==> src/verilog/etc_regs.svh <==
`ifndef ETC_REGS_SVH
`define ETC_REGS_SVH

// Time base and figures for the capture counters.
`define ETC_CLK_PERIOD_NS     25
`define ETC_TIME_W            32
`define ETC_COUNT_W           16
`define ETC_DELAY_W           16
`define ETC_RATE_W            24
`define ETC_QERR_W            8
// Reset values.
`define ETC_TIME_RST          32'h0000_0000
`define ETC_COUNT_RST         16'h0000
`define ETC_RATE_RST          24'h00_0000
// Quantization error of one clock period, in nanoseconds.
`define ETC_QERR_NS           8'h19

`endif

==> src/verilog/etc_pkg.sv <==
package etc_pkg;

    // Reference timescale in which mark times are expressed.
    typedef enum logic [2:0] {
        ETC_TS_UTC,
        ETC_TS_GPS,
        ETC_TS_GLONASS,
        ETC_TS_BEIDOU,
        ETC_TS_GALILEO,
        ETC_TS_LOCAL
    } etc_timescale_e;

    // Configuration from the host.
    typedef struct packed {
        logic           report_enable;
        etc_timescale_e timescale;
        logic [23:0]    meas_rate_cycles;
        logic [15:0]    cable_delay;
        logic [15:0]    user_delay;
    } etc_cfg_s;

    // One timemark report.
    typedef struct packed {
        logic [31:0]    rise_time;
        logic [31:0]    fall_time;
        logic           new_rise;
        logic           new_fall;
        etc_timescale_e timescale;
        logic           valid;
        logic [15:0]    mark_count;
        logic [7:0]     qerr;
    } etc_report_s;

endpackage : etc_pkg

==> src/verilog/etc_timemark.sv <==
`timescale 1ns/1ps
`default_nettype none
`include "etc_regs.svh"

module etc_timemark (
    input  wire logic                 clk,
    input  wire logic                 rst_b,
    input  wire logic                 event_in,
    input  wire logic                 time_valid,
    input  wire logic [31:0]          time_now,
    input  wire etc_pkg::etc_cfg_s    cfg,
    output logic                      report_valid,
    output etc_pkg::etc_report_s      report
);

    // ----------------------------------------------------------------
    // Input synchroniser and edge detection
    // ----------------------------------------------------------------

    // Two flops ahead of any logic; the third stage gives the edge history.
    logic sync_1;
    logic sync_2;
    logic sync_3;
    logic next_sync_1;
    logic next_sync_2;
    logic next_sync_3;
    logic rise_seen;
    logic fall_seen;

    always_comb begin
        next_sync_1 = event_in;
        next_sync_2 = sync_1;
        next_sync_3 = sync_2;
    end

    always_ff @(posedge clk or negedge rst_b) begin
        if (!rst_b) begin
            sync_1 <= 1'b0;
            sync_2 <= 1'b0;
            sync_3 <= 1'b0;
        end else begin
            sync_1 <= next_sync_1;
            sync_2 <= next_sync_2;
            sync_3 <= next_sync_3;
        end
    end

    assign rise_seen = sync_2 & ~sync_3;
    assign fall_seen = ~sync_2 & sync_3;

    // ----------------------------------------------------------------
    // Epoch timer
    // ----------------------------------------------------------------

    // A zero rate is treated as one cycle so the timer never stalls.
    logic [23:0] epoch_cnt;
    logic [23:0] next_epoch_cnt;
    logic        epoch_tick;

    assign epoch_tick = (epoch_cnt == 24'h00_0000);

    always_comb begin
        if (epoch_tick) begin
            next_epoch_cnt = (cfg.meas_rate_cycles == 24'h00_0000) ? 24'h00_0000
                           : cfg.meas_rate_cycles - 24'h00_0001;
        end else begin
            next_epoch_cnt = epoch_cnt - 24'h00_0001;
        end
    end

    always_ff @(posedge clk or negedge rst_b) begin
        if (!rst_b) begin
            epoch_cnt <= `ETC_RATE_RST;
        end else begin
            epoch_cnt <= next_epoch_cnt;
        end
    end

    // ----------------------------------------------------------------
    // Capture and report
    // ----------------------------------------------------------------

    // The delays are subtracted so the mark lands at the antenna instant;
    // the synchroniser lag of two cycles is not taken out and is larger than the one-period quantization error.
    logic [31:0] corr_time;
    assign corr_time = time_now - {16'h0000, cfg.cable_delay}
                                - {16'h0000, cfg.user_delay};

    logic [31:0]          rise_time;
    logic [31:0]          fall_time;
    logic                 new_rise;
    logic                 new_fall;
    logic [15:0]          mark_count;
    logic                 mark_valid;
    logic                 next_report_valid;
    etc_pkg::etc_report_s next_report;
    logic [31:0]          next_rise_time;
    logic [31:0]          next_fall_time;
    logic                 next_new_rise;
    logic                 next_new_fall;
    logic [15:0]          next_mark_count;
    logic                 next_mark_valid;

    // Capture never waits for the host; a report only clears flags.
    always_comb begin
        next_rise_time    = rise_time;
        next_fall_time    = fall_time;
        next_new_rise     = new_rise;
        next_new_fall     = new_fall;
        next_mark_count   = mark_count;
        next_mark_valid   = mark_valid;
        next_report_valid = 1'b0;
        next_report       = report;
        if (epoch_tick && (cfg.report_enable || new_rise || new_fall)) begin
            next_report_valid    = 1'b1;
            next_report.rise_time  = rise_time;
            next_report.fall_time  = fall_time;
            next_report.new_rise   = new_rise;
            next_report.new_fall   = new_fall;
            next_report.timescale  = cfg.timescale;
            next_report.valid      = mark_valid;
            next_report.mark_count = mark_count;
            next_report.qerr       = `ETC_QERR_NS;
            next_new_rise        = 1'b0;
            next_new_fall        = 1'b0;
        end
        // An edge in the report cycle wins over the flag clear.
        if (rise_seen) begin
            next_rise_time  = corr_time;
            next_new_rise   = 1'b1;
            next_mark_count = mark_count + 16'h0001;
            next_mark_valid = time_valid;
        end
        if (fall_seen) begin
            next_fall_time  = corr_time;
            next_new_fall   = 1'b1;
            next_mark_count = mark_count + 16'h0001;
            next_mark_valid = time_valid;
        end
    end

    always_ff @(posedge clk or negedge rst_b) begin
        if (!rst_b) begin
            rise_time    <= `ETC_TIME_RST;
            fall_time    <= `ETC_TIME_RST;
            new_rise     <= 1'b0;
            new_fall     <= 1'b0;
            mark_count   <= `ETC_COUNT_RST;
            mark_valid   <= 1'b0;
            report_valid <= 1'b0;
            report       <= '0;
        end else begin
            rise_time    <= next_rise_time;
            fall_time    <= next_fall_time;
            new_rise     <= next_new_rise;
            new_fall     <= next_new_fall;
            mark_count   <= next_mark_count;
            mark_valid   <= next_mark_valid;
            report_valid <= next_report_valid;
            report       <= next_report;
        end
    end

endmodule // etc_timemark
`default_nettype wire

==> config.mk <==
export PLATFORM = sky130hd
export DESIGN_NAME = etc_timemark
export DESIGN_NICKNAME = d
export VERILOG_FILES = /design/src/verilog/etc_pkg.sv /design/src/verilog/etc_timemark.sv
export VERILOG_INCLUDE_DIRS = /design/src /design/src/verilog
export SDC_FILE = /design/constraint.sdc
export NUM_CORES = 1
export LEC_CHECK = 0
export BUFFER_PORTS_ARGS = -buffer_cell sky130_fd_sc_hd__buf_2
export CAP_MARGIN = 20
export CORE_ASPECT_RATIO = 0.6
export CORE_MARGIN = 2
export CORE_UTILIZATION = 30
export DETAILED_ROUTE_END_ITERATION = 12
export PLACE_DENSITY = 0.48
export SYNTH_ARGS = -nofsm -noshare
export SYNTH_HDL_FRONTEND = slang
export SYNTH_SLANG_ARGS = --single-unit
==> constraint.sdc <==
create_clock -name clk -period 2.88 [get_ports clk]
set_clock_uncertainty 0.2 [all_clocks]
set_input_delay 0.432 -clock clk [delete_from_list [all_inputs] [get_ports clk]]
set_output_delay 0.432 -clock clk [all_outputs]
set_load 0.02 [all_outputs]
==> results of run 1 <==
==> logic make-up (layout without fill, tap and decap cells) <==
kind of cell / Yosys count / in the layout / share of synthesized area, %
AOI/OAI and AO/OA: 153 / 153 / 10.0
xor gates and xnor gates: 68 / 68 / 5.84
adders and majority gates: 41 / 41 / 6.21
buffers and inverters: 105 / 351 / 5.02
DFF: 198 / 198 / 48.6
muxes: 28 / 28 / 3.04
other: 1 / 8 / 0.0368
and+or+nand+nor: 480 / 480 / 21.3
==> through the flow <==
step | hold slack (ps) | cell area, µm² | worst slack (ps)
floorplan | -63.6 | 10200 | 9.74
global placement | 135 | 12100 | -352
detailed placement | 143 | 12100 | -380
CTS | 7.56 | 12700 | 101
global route | 16.5 | 12700 | 18.0
finish | 39.8 | 12700 | 134
==> flip-flops by register name, summed over array words and instances (netlist names) <==
register      count
epoch_cnt        24
fall_time        32
mark_count       16
mark_valid        1
new_fall          1
new_rise          1
next_sync_2       1
next_sync_3       1
report           87
report_valid      1
rise_time        32
sync_3            1
==> power by group through the flow <==
| stage | logic (mW) | registers [mW] | clock network, mW |
|---|---|---|---|
| after global placement | 1.47 | 3.35 | 0 |
| final | 1.50 | 3.31 | 2.37 |
| after CTS | 1.50 | 3.31 | 2.46 |
| after global routing | 1.67 | 3.35 | 2.58 |
| after floorplan | 0.877 | 3.29 | 0 |
| after detailed placement | 1.48 | 3.36 | 0 |
==> area by class of cell <==
| class | instances | share of cell area [%] |
|---|---|---|
| Clock buffer | 21 | 3.69 |
| Inverter | 54 | 1.59 |
| Clock inverter | 11 | 0.775 |
| Tap cell | 459 | 4.50 |
| Multi-Input combinational cell | 775 | 37.8 |
| Timing Repair Buffer | 265 | 12.7 |
| Sequential cell | 198 | 38.9 |
| Antenna cell | 3 | 0.0589 |
==> worst min path at each step <==
stage / endpoint / slack, ps / startpoint / cells past startpoint
floorplan: epoch_cnt[0] / -60 / rst_b / 0
global placement: next_sync_3 / 130 / next_sync_2 / 0
detailed placement: next_sync_3 / 140 / next_sync_2 / 0
CTS: mark_valid / 8 / time_valid / 2
global route: mark_valid / 20 / time_valid / 2
finish: mark_valid / 40 / time_valid / 2
==> layer usage <==
layer  vias up  track usage, %  wire [µm]
met1      4004            25.4      15300
li1       4088               -          -
met5         -               0          0
met4         0            3.36        225
met3        17            4.29       1200
met2       163            23.2      11700
==> cell usage after synthesis (3+ instances only) <==
| cell type | n | area share [%] |
|---|---|---|
| a211o_1 | 6 | 0.52 |
| a21o_1 | 7 | 0.52 |
| a21oi_1 | 30 | 1.5 |
| a31oi_1 | 26 | 1.6 |
| and2_1 | 5 | 0.31 |
| and3_1 | 6 | 0.37 |
| buf_2 | 10 | 0.49 |
| buf_4 | 8 | 0.59 |
| buf_6 | 10 | 1.1 |
| clkbuf_1 | 22 | 0.81 |
| dfrtp_1 | 198 | 49 |
| fa_1 | 16 | 3.1 |
| ha_1 | 25 | 3.1 |
| inv_1 | 54 | 2.0 |
| mux2_2 | 24 | 2.7 |
| mux2i_1 | 4 | 0.39 |
| nand2_1 | 293 | 11 |
| nand2b_1 | 4 | 0.25 |
| nand3_1 | 16 | 0.79 |
| nand4_1 | 13 | 0.80 |
| nor2_1 | 62 | 2.3 |
| nor2b_1 | 4 | 0.25 |
| nor3_1 | 26 | 1.3 |
| nor4_1 | 9 | 0.55 |
| o211ai_1 | 4 | 0.29 |
| o21a_1 | 6 | 0.44 |
| o21ai_0 | 27 | 1.3 |
| o21bai_1 | 4 | 0.29 |
| o22ai_1 | 20 | 1.2 |
| o31a_1 | 4 | 0.34 |
| or2_2 | 5 | 0.31 |
| or3_1 | 13 | 0.80 |
| or4_1 | 5 | 0.37 |
| or4_4 | 3 | 0.33 |
| xnor2_1 | 51 | 4.4 |
| xor2_1 | 17 | 1.5 |
==> what timing repair did <==
| item | CTS | global route |
|---|---|---|
| hold buffers | 5 | 0 |
| gates resized for setup | 0 | 6 |
| endpoints found under the hold margin | 48 | 0 |
| endpoints found under the setup margin | 0 | 16 |
==> worst max-delay path: cells and delay by family <==
family | cells | cell delay, ps
fa+ha+maj | 2 | 860
compound gates | 6 | 1300
buf+inv | 2 | 310
==> layout by cell type (no fill, tap or decap), types with 5 or more instances in the layout <==
master         count
buf_4             69
xnor2_1           51
or3_1             13
nor4_1             9
conb_1             5
a21oi_1           28
xor2_1            17
nand4_1           13
fa_1              16
or4_1              5
o22ai_1           20
buf_12             6
and3_1             6
nand3_1           16
buf_2            184
clkbuf_16         17
nor3_1            25
inv_1             54
a21o_1             7
nor2_1            62
o21ai_0           25
ha_1              21
a31oi_1           26
nand2_1          293
or2_2              5
dfrtp_1          198
mux2_2            24
clkinv_2           5
dlygate4sd3_1      5
o21a_1             6
and2_1             5
a211o_1            6
==> metrics.txt, run 1 <==
Vias 8272; CP Launch Point time_now[5]; vias in the first global route 8118; syn avg cell area 9.49 µm²; RD Place Congestion 0.831; placed insts 1746; routed length per instance 15.9 µm; sequential share of the synthesized area 48.6%; Post-synth EDFFs 0; Seq. cell area 4950 µm²; Sw Pwr 2.08 mW; crit-path max FO 8; Final Util 38.0%; CTS tree yes; Final Cycle Share 95.3%; Hold WC Path Type in -> reg; CP cell instances buf_2 -> fa_1 -> ha_1 -> o211ai_1 -> a21oi_1 -> o21ai_1 -> a211oi_2 -> buf_4 -> o21ai_0 -> a31oi_1; final worst path period need 2750 ps; Post-DP HPWL 21200 µm; H-Tree Depth 4; Internal 5.09 mW; via density per instance 4.63; Critical Path Sink fall_time[18]; Worst R2R Path Depth 6; Area Growth Syn to Fin 25.0%; Pwr Density 563 nW/µm²; Yosys warnings 0; root buf cell clkbuf_16; Synth Flop Type dfrtp_1; drt first pass iters 5; Total GRT Usage 16.6%; Mapped Cells 1074; Max-Cap Viols 0; largest net degree at the start of global routing 90; setup TNS 0 ps; critical path class in -> reg; final setup fails 0; worst skew pair latency 450 ps; critical path's slowest cell fa_1; worst vdd ir 0.414 mV; Layout Nets 1448; number of remaining DRC errors 0; CP Capture Type register; IO Port Bufs 185; Num CTS Buffers 17; Comb pwr share 20.9%; post-route insts no fill 1786; Initial DRC Count 457; synthesized cell area 10200 µm²; Ports 191; switch share 29.0%; status complete, no violations; fill cell count 3483; Worst-Margin Slew 553 ps; global route overflow 0; # Post-CTS Setup Buffers 0; Fin. Hold Viols 0; max_slew headroom 63.1%; core area 33600 µm²; initial antenna violation count 4; unrepaired setup endpoints after global routing no; starting density of the core 30.4%; Yosys reg bits 198; wire length of the first global-routing pass 46100 µm; Largest stage delay, worst path 470 ps; area occupied by multi-input gates 4820 µm²; Clock Path Buffers 2; critical path launch point type input pin; layout cells sized above 1 26.3%; CP arrival 2910 ps; die footprint 35500 µm²; Num Clock Sinks 198; Crit Reg-Reg Startpoint epoch_cnt[18]; r2r setup slk 240 ps; Netlist cell types 67; Routed WL 28500 µm; FF-to-FF End epoch_cnt[19]; asr flop ratio synth 100%; Clock Power Share 33.0%; final count of pins violating max slew 0; sequential power share 46.1%; Power Total 7.17 mW; Row Count 52; Lkg Pwr 6.29 nW; die width 242 µm; Post-DRT Antenna Nets 0; f_max 364 MHz; die height 147 µm; Worst-path clk slew 70 ps; CP required 3050 ps
Power figures use the tool's default switching activity.
==> inputs of run 2 (changes only) <==
--- a/config.mk
+++ b/config.mk
@@ -6,12 +6,14 @@
 export SDC_FILE = /design/constraint.sdc
 export NUM_CORES = 1
 export LEC_CHECK = 0
+export ABC_AREA = 1
 export BUFFER_PORTS_ARGS = -buffer_cell sky130_fd_sc_hd__buf_2
 export CAP_MARGIN = 20
 export CORE_ASPECT_RATIO = 0.6
 export CORE_MARGIN = 2
 export CORE_UTILIZATION = 30
 export DETAILED_ROUTE_END_ITERATION = 12
+export GPL_ROUTABILITY_DRIVEN = 1
 export PLACE_DENSITY = 0.48
 export SYNTH_ARGS = -nofsm -noshare
 export SYNTH_HDL_FRONTEND = slang
==> metrics.txt, run 2 <==
die height 150 µm; Fin. Hold Viols 0; ant diodes 0; Vias 9188; largest family of logic cells by synthesized area simple AND/OR/NAND/NOR gates; Yosys top cell area share 46.3%; core area 35100 µm²; Pwr Density 546 nW/µm²; synthesized cell area 10700 µm²; status complete, no violations; starting density of the core 30.5%; initial antenna violation count 0; Largest stage delay, worst path 480 ps; Crit Reg-Reg Startpoint epoch_cnt[4]; critical path's slowest cell fa_1; worst skew pair latency 450 ps; global route overflow 0; Lkg Pwr 7.07 nW; largest net degree at the start of global routing 74; number of remaining DRC errors 0; Worst-Margin Slew 637 ps; Hold WC Path Type in -> reg; Routed WL 30800 µm; worst vdd ir 0.337 mV; fill cell count 3742; CP Capture Type register; final count of pins violating max slew 0; Row Count 53; Mapped Cells 1370; Total GRT Usage 17.1%; root buf cell clkbuf_16; critical path launch point type input pin; setup TNS 0 ps; syn avg cell area 7.81 µm²; f_max 405 MHz; CP Launch Point time_now[15]; Post-DP HPWL 23700 µm; Max-Cap Viols 0; routed length per instance 15.0 µm; crit-path max FO 4; area of placed instances 12300 µm²; RD Place Congestion 0.887; hold path start cfg[56]; Most common cell on crit path nand3_1; final setup fails 0; max_slew headroom 57.5%; Layout Nets 1712; H-Tree Depth 4; CP cell instances buf_2 -> fa_1 -> ha_1 -> a21oi_1 -> o21ai_0 -> nor3_1 -> nand3_1 -> nand3_1 -> nand2_1; CP top delay family adder cells; final worst path period need 2470 ps; via density per instance 4.47; buffer and inverter count on the worst path 1; simple-gate share of the synthesized area 29.7%; asr flop ratio synth 100%; Ports 191; area occupied by multi-input gates 4910 µm²; max reg flops 87; vias in the first global route 9016; r2r setup slk 560 ps; Initial DRC Count 635; hold_ws 32.3 ps; Yosys reg bits 198; top-count cell post-synth nand2_1; drt first pass iters 6; synth cell count leaders nand2_1 (542), dfrtp_1 (198), inv_1 (154); commonest non-fill, non-tap cell in the layout nand2_1; Num Clock Sinks 198; XOR/XNOR Fraction of Synth Area 5.24%; Post-Synth Adder-Cell Area 5.91%; IO Port Bufs 185; multiplexer share of the synthesized area 0%; CTS tree yes; Final Cycle Share 85.8%; biggest regs report x87, fall_time x32, rise_time x32; compound-gate portion of the synthesized area 4.76%; die width 248 µm; Num CTS Buffers 17; Final Util 37.0%; Seq. cell area 4950 µm²; Synth Flop Type dfrtp_1; Power Total 7.08 mW; largest register by flop count report; Clock Path Buffers 2; CP required 3020 ps; Netlist cell types 37; Yosys warnings 0; Post-synth EDFFs 0; design area 13000 µm²; sequential share of the synthesized area 46.3%; critical path class in -> reg; Post-DRT Antenna Nets 0; post-synth top area cell dfrtp_1; most frequent cells in the layout nand2_1 (542), dfrtp_1 (198), buf_2 (184); Area Growth Syn to Fin 21.2%; die footprint 37300 µm²; unrepaired setup endpoints after global routing no; synth top area cells dfrtp_1 (46%), nand2_1 (19%), inv_1 (5.4%), nand3_1 (3.7%), xor2_1 (3.4%); wire length of the first global-routing pass 49300 µm; Worst-path clk slew 80 ps; layout cells sized above 1 17.4%; CP arrival 2610 ps
==> run 2: cell count changes in the layout (fill, tap and decap cells not counted), moves of 26 or more <==
| cell | delta |
|---|---|
| buf_4 | -45 |
| nand3_1 | +63 |
| a31oi_1 | -26 |
| inv_1 | +100 |
| xnor2_1 | -29 |
| nand2_1 | +249 |
| nor2_1 | +29 |
==> run 2: layer usage <==
| metal | share of wire [%] | vias up | global-route usage, % |
|---|---|---|---|
| li1 | - | 4649 | - |
| met1 | 54 | 4346 | 26.5 |
| met2 | 41 | 180 | 24.4 |
| met3 | 4.0 | 13 | 3.32 |
| met4 | 0.69 | 0 | 3.56 |
| met5 | 0 | - | 0 |
==> run 2: what timing repair did <==
item,CTS,global route
resized for setup,0,0
hold buffers,6,0
hold endpoints to repair,67,0
buffers inserted,0,0
==> run 2: power by group <==
group / total (mW) / internal (mW) / switching, mW
registers: 3.23 / 3.05 / 0.178
logic: 1.35 / 0.506 / 0.843
clock network: 2.50 / 1.33 / 1.17
total: 7.08 / 4.89 / 2.19
==> run 2: area by class of cell <==
type / count / area share, %
Tap cell: 467 / 4.50
Multi-Input combinational cell: 979 / 37.9
Inverter: 156 / 4.51
Clock buffer: 19 / 3.41
Timing Repair Buffer: 223 / 10.3
Sequential cell: 198 / 38.2
Clock inverter: 13 / 1.22
==> run 2: path summary, 6_finish.rpt <==
path	end	cells after the start
worst max-delay path	fall_time[26]	9
worst min-delay path	report[25]	3
worst max register to register	epoch_cnt[19]	10
worst min register to register	next_sync_3	0
max in group asynchronous	report[8]	3
min in group asynchronous	epoch_cnt[1]	2
==> run 2: tightest hold or removal path, cell delays in order <==
cell     delay, ps
buf_2          100
nand2_1         60
nand2_1         50
==> run 2: stage by stage <==
step	setup WS (ps)	instances
after floorplan	469	1374
after global placement	-19.9	2017
after detailed placement	-26.3	2017
after CTS	452	2055
after global routing	211	2055
final	410	2055
==> run 2: kinds of logic after synthesis <==
| group | count (synthesis) |
|---|---|
| adder cells (fa/ha/maj) | 41 |
| flip-flops | 198 |
| XOR/XNOR | 64 |
| AO/OA/AOI/OAI | 95 |
| other | 1 |
| buffers and inverters | 197 |
| AND/OR/NAND/NOR | 774 |
==> inputs of run 3 (changes only) <==
--- a/config.mk
+++ b/config.mk
@@ -15,6 +15,7 @@
 export DETAILED_ROUTE_END_ITERATION = 12
 export GPL_ROUTABILITY_DRIVEN = 1
 export PLACE_DENSITY = 0.48
+export RECOVER_POWER = 25
 export SYNTH_ARGS = -nofsm -noshare
 export SYNTH_HDL_FRONTEND = slang
 export SYNTH_SLANG_ARGS = --single-unit
==> metrics.txt, run 3 (same netlist as run 2, synthesis figures left out) <==
status finished, violations left; failing checks max-capacitance violations, max-slew violations; root buf cell clkbuf_16; largest net degree at the start of global routing 74; CP required 3020 ps; unrepaired setup endpoints after global routing no; H-Tree Depth 4; CTS tree yes; post-route insts no fill 2055; final setup fails 0; Lkg Pwr 7.07 nW; Vias 9192; pre-CTS WS -26.3 ps; vias in the first global route 9016; starting density of the core 30.5%; area of placed instances 12300 µm²; biggest regs report x87, fall_time x32, rise_time x32; layout cells sized above 1 17.4%; Area Growth Syn to Fin 21.1%; wire length of the first global-routing pass 49300 µm; Num CTS Buffers 17; CP Capture Type register; final count of pins violating max slew 65; Initial DRC Count 635; initial antenna violation count 0; Fin. Hold Viols 0; Worst-Margin Slew 1890 ps; Clock Path Buffers 2; routed length per instance 15.0 µm; Ports 191; via density per instance 4.47; largest register by flop count report; Final Cycle Share 85.7%; fill cell count 3745; Num Clock Sinks 198; crit-path max FO 4; max reg flops 87; RD Place Congestion 0.887; # Post-CTS Setup Buffers 0; PostCTS Resize Cnt 0; ant diodes 0; Power Total 7.08 mW; Row Count 53; design area 13000 µm²; number of remaining DRC errors 0; worst setup margin 412 ps; critical path class in -> reg; max_slew headroom -26.1%; worst vdd ir 0.337 mV; Pwr Density 546 nW/µm²; global route overflow 0; core area 35100 µm²; worst skew pair latency 450 ps; final worst path period need 2470 ps; die footprint 37300 µm²; CTS Hold Bufs 6; Hold WC Path Type in -> reg; critical path launch point type input pin; Routed WL 30700 µm; Post-DP HPWL 23700 µm; IO Port Bufs 185; Post-DRT Antenna Nets 0; CP arrival 2610 ps; Worst-path clk slew 80 ps; Layout Nets 1712; Max-Cap Viols 1; drt first pass iters 6; die height 150 µm; placed insts 2017; f_max 405 MHz; commonest non-fill, non-tap cell in the layout nand2_1; die width 248 µm; Total GRT Usage 17.1%; most frequent cells in the layout nand2_1 (542), dfrtp_1 (198), buf_2 (183)
[run 3: cell count changes in the layout (fill, tap and decap cells not counted), sizes merged]
cell / change
clkbuf: +1
buf: -1
[run 3: area by class of cell]
| class | instances | area [µm²] | share of cell area (%) |
|---|---|---|---|
| Multi-Input combinational cell | 979 | 4910 | 37.9 |
| Tap cell | 467 | 584 | 4.51 |
| Clock buffer | 19 | 443 | 3.42 |
| Timing Repair Buffer | 223 | 1330 | 10.2 |
| Clock inverter | 13 | 159 | 1.23 |
| Sequential cell | 198 | 4950 | 38.2 |
| Inverter | 156 | 586 | 4.52 |
[run 3: path summary, 6_finish.rpt]
path | cells past startpoint | slack [ps] | end | from
worst max-delay path | 9 | 410 | fall_time[26] | time_now[15]
worst min-delay path | 3 | 30 | report[25] | cfg[56]
worst max register to register | 10 | 560 | epoch_cnt[19] | epoch_cnt[4]
worst min register to register | 0 | 150 | next_sync_3 | next_sync_2
max in group asynchronous | 3 | 490 | report[8] | rst_b
min in group asynchronous | 2 | 780 | epoch_cnt[1] | rst_b
[run 3: metal layers]
metal	share of wire, %	track usage (%)	up-vias	wire, µm
met2	41	24.4	190	12600
met3	4.1	3.32	13	1250
li1	-	-	4650	-
met1	54	26.5	4339	16700
met4	0.69	3.56	0	213
met5	0	0	-	0
[run 3: power by group]
group / leakage [nW] / total [mW] / switching, mW / internal (mW)
Sequential: 2.48 / 3.23 / 0.178 / 3.05
Clock: 0.289 / 2.50 / 1.17 / 1.33
Combinational: 4.30 / 1.35 / 0.843 / 0.505
[run 3: worst max-delay path, stage by stage]
cell and delay (ps):
buf_2 110, fa_1 480, ha_1 370, a21oi_1 240, o21ai_0 200, nor3_1 340
nand3_1 150, nand3_1 210, nand2_1 70
[run 3: per-stage QoR]
step | TNS, ps | utilization (%) | hold slack, ps
2_1_floorplan | 0 | - | -63.6
3_3_place_gp | -29.4 | 35.1 | 138
3_5_place_dp | -35.5 | 35.1 | 135
4_1_cts | 0 | 37.0 | 14.6
5_1_grt | 0 | 37.0 | 15.5
6_report | 0 | 37.0 | 32.4
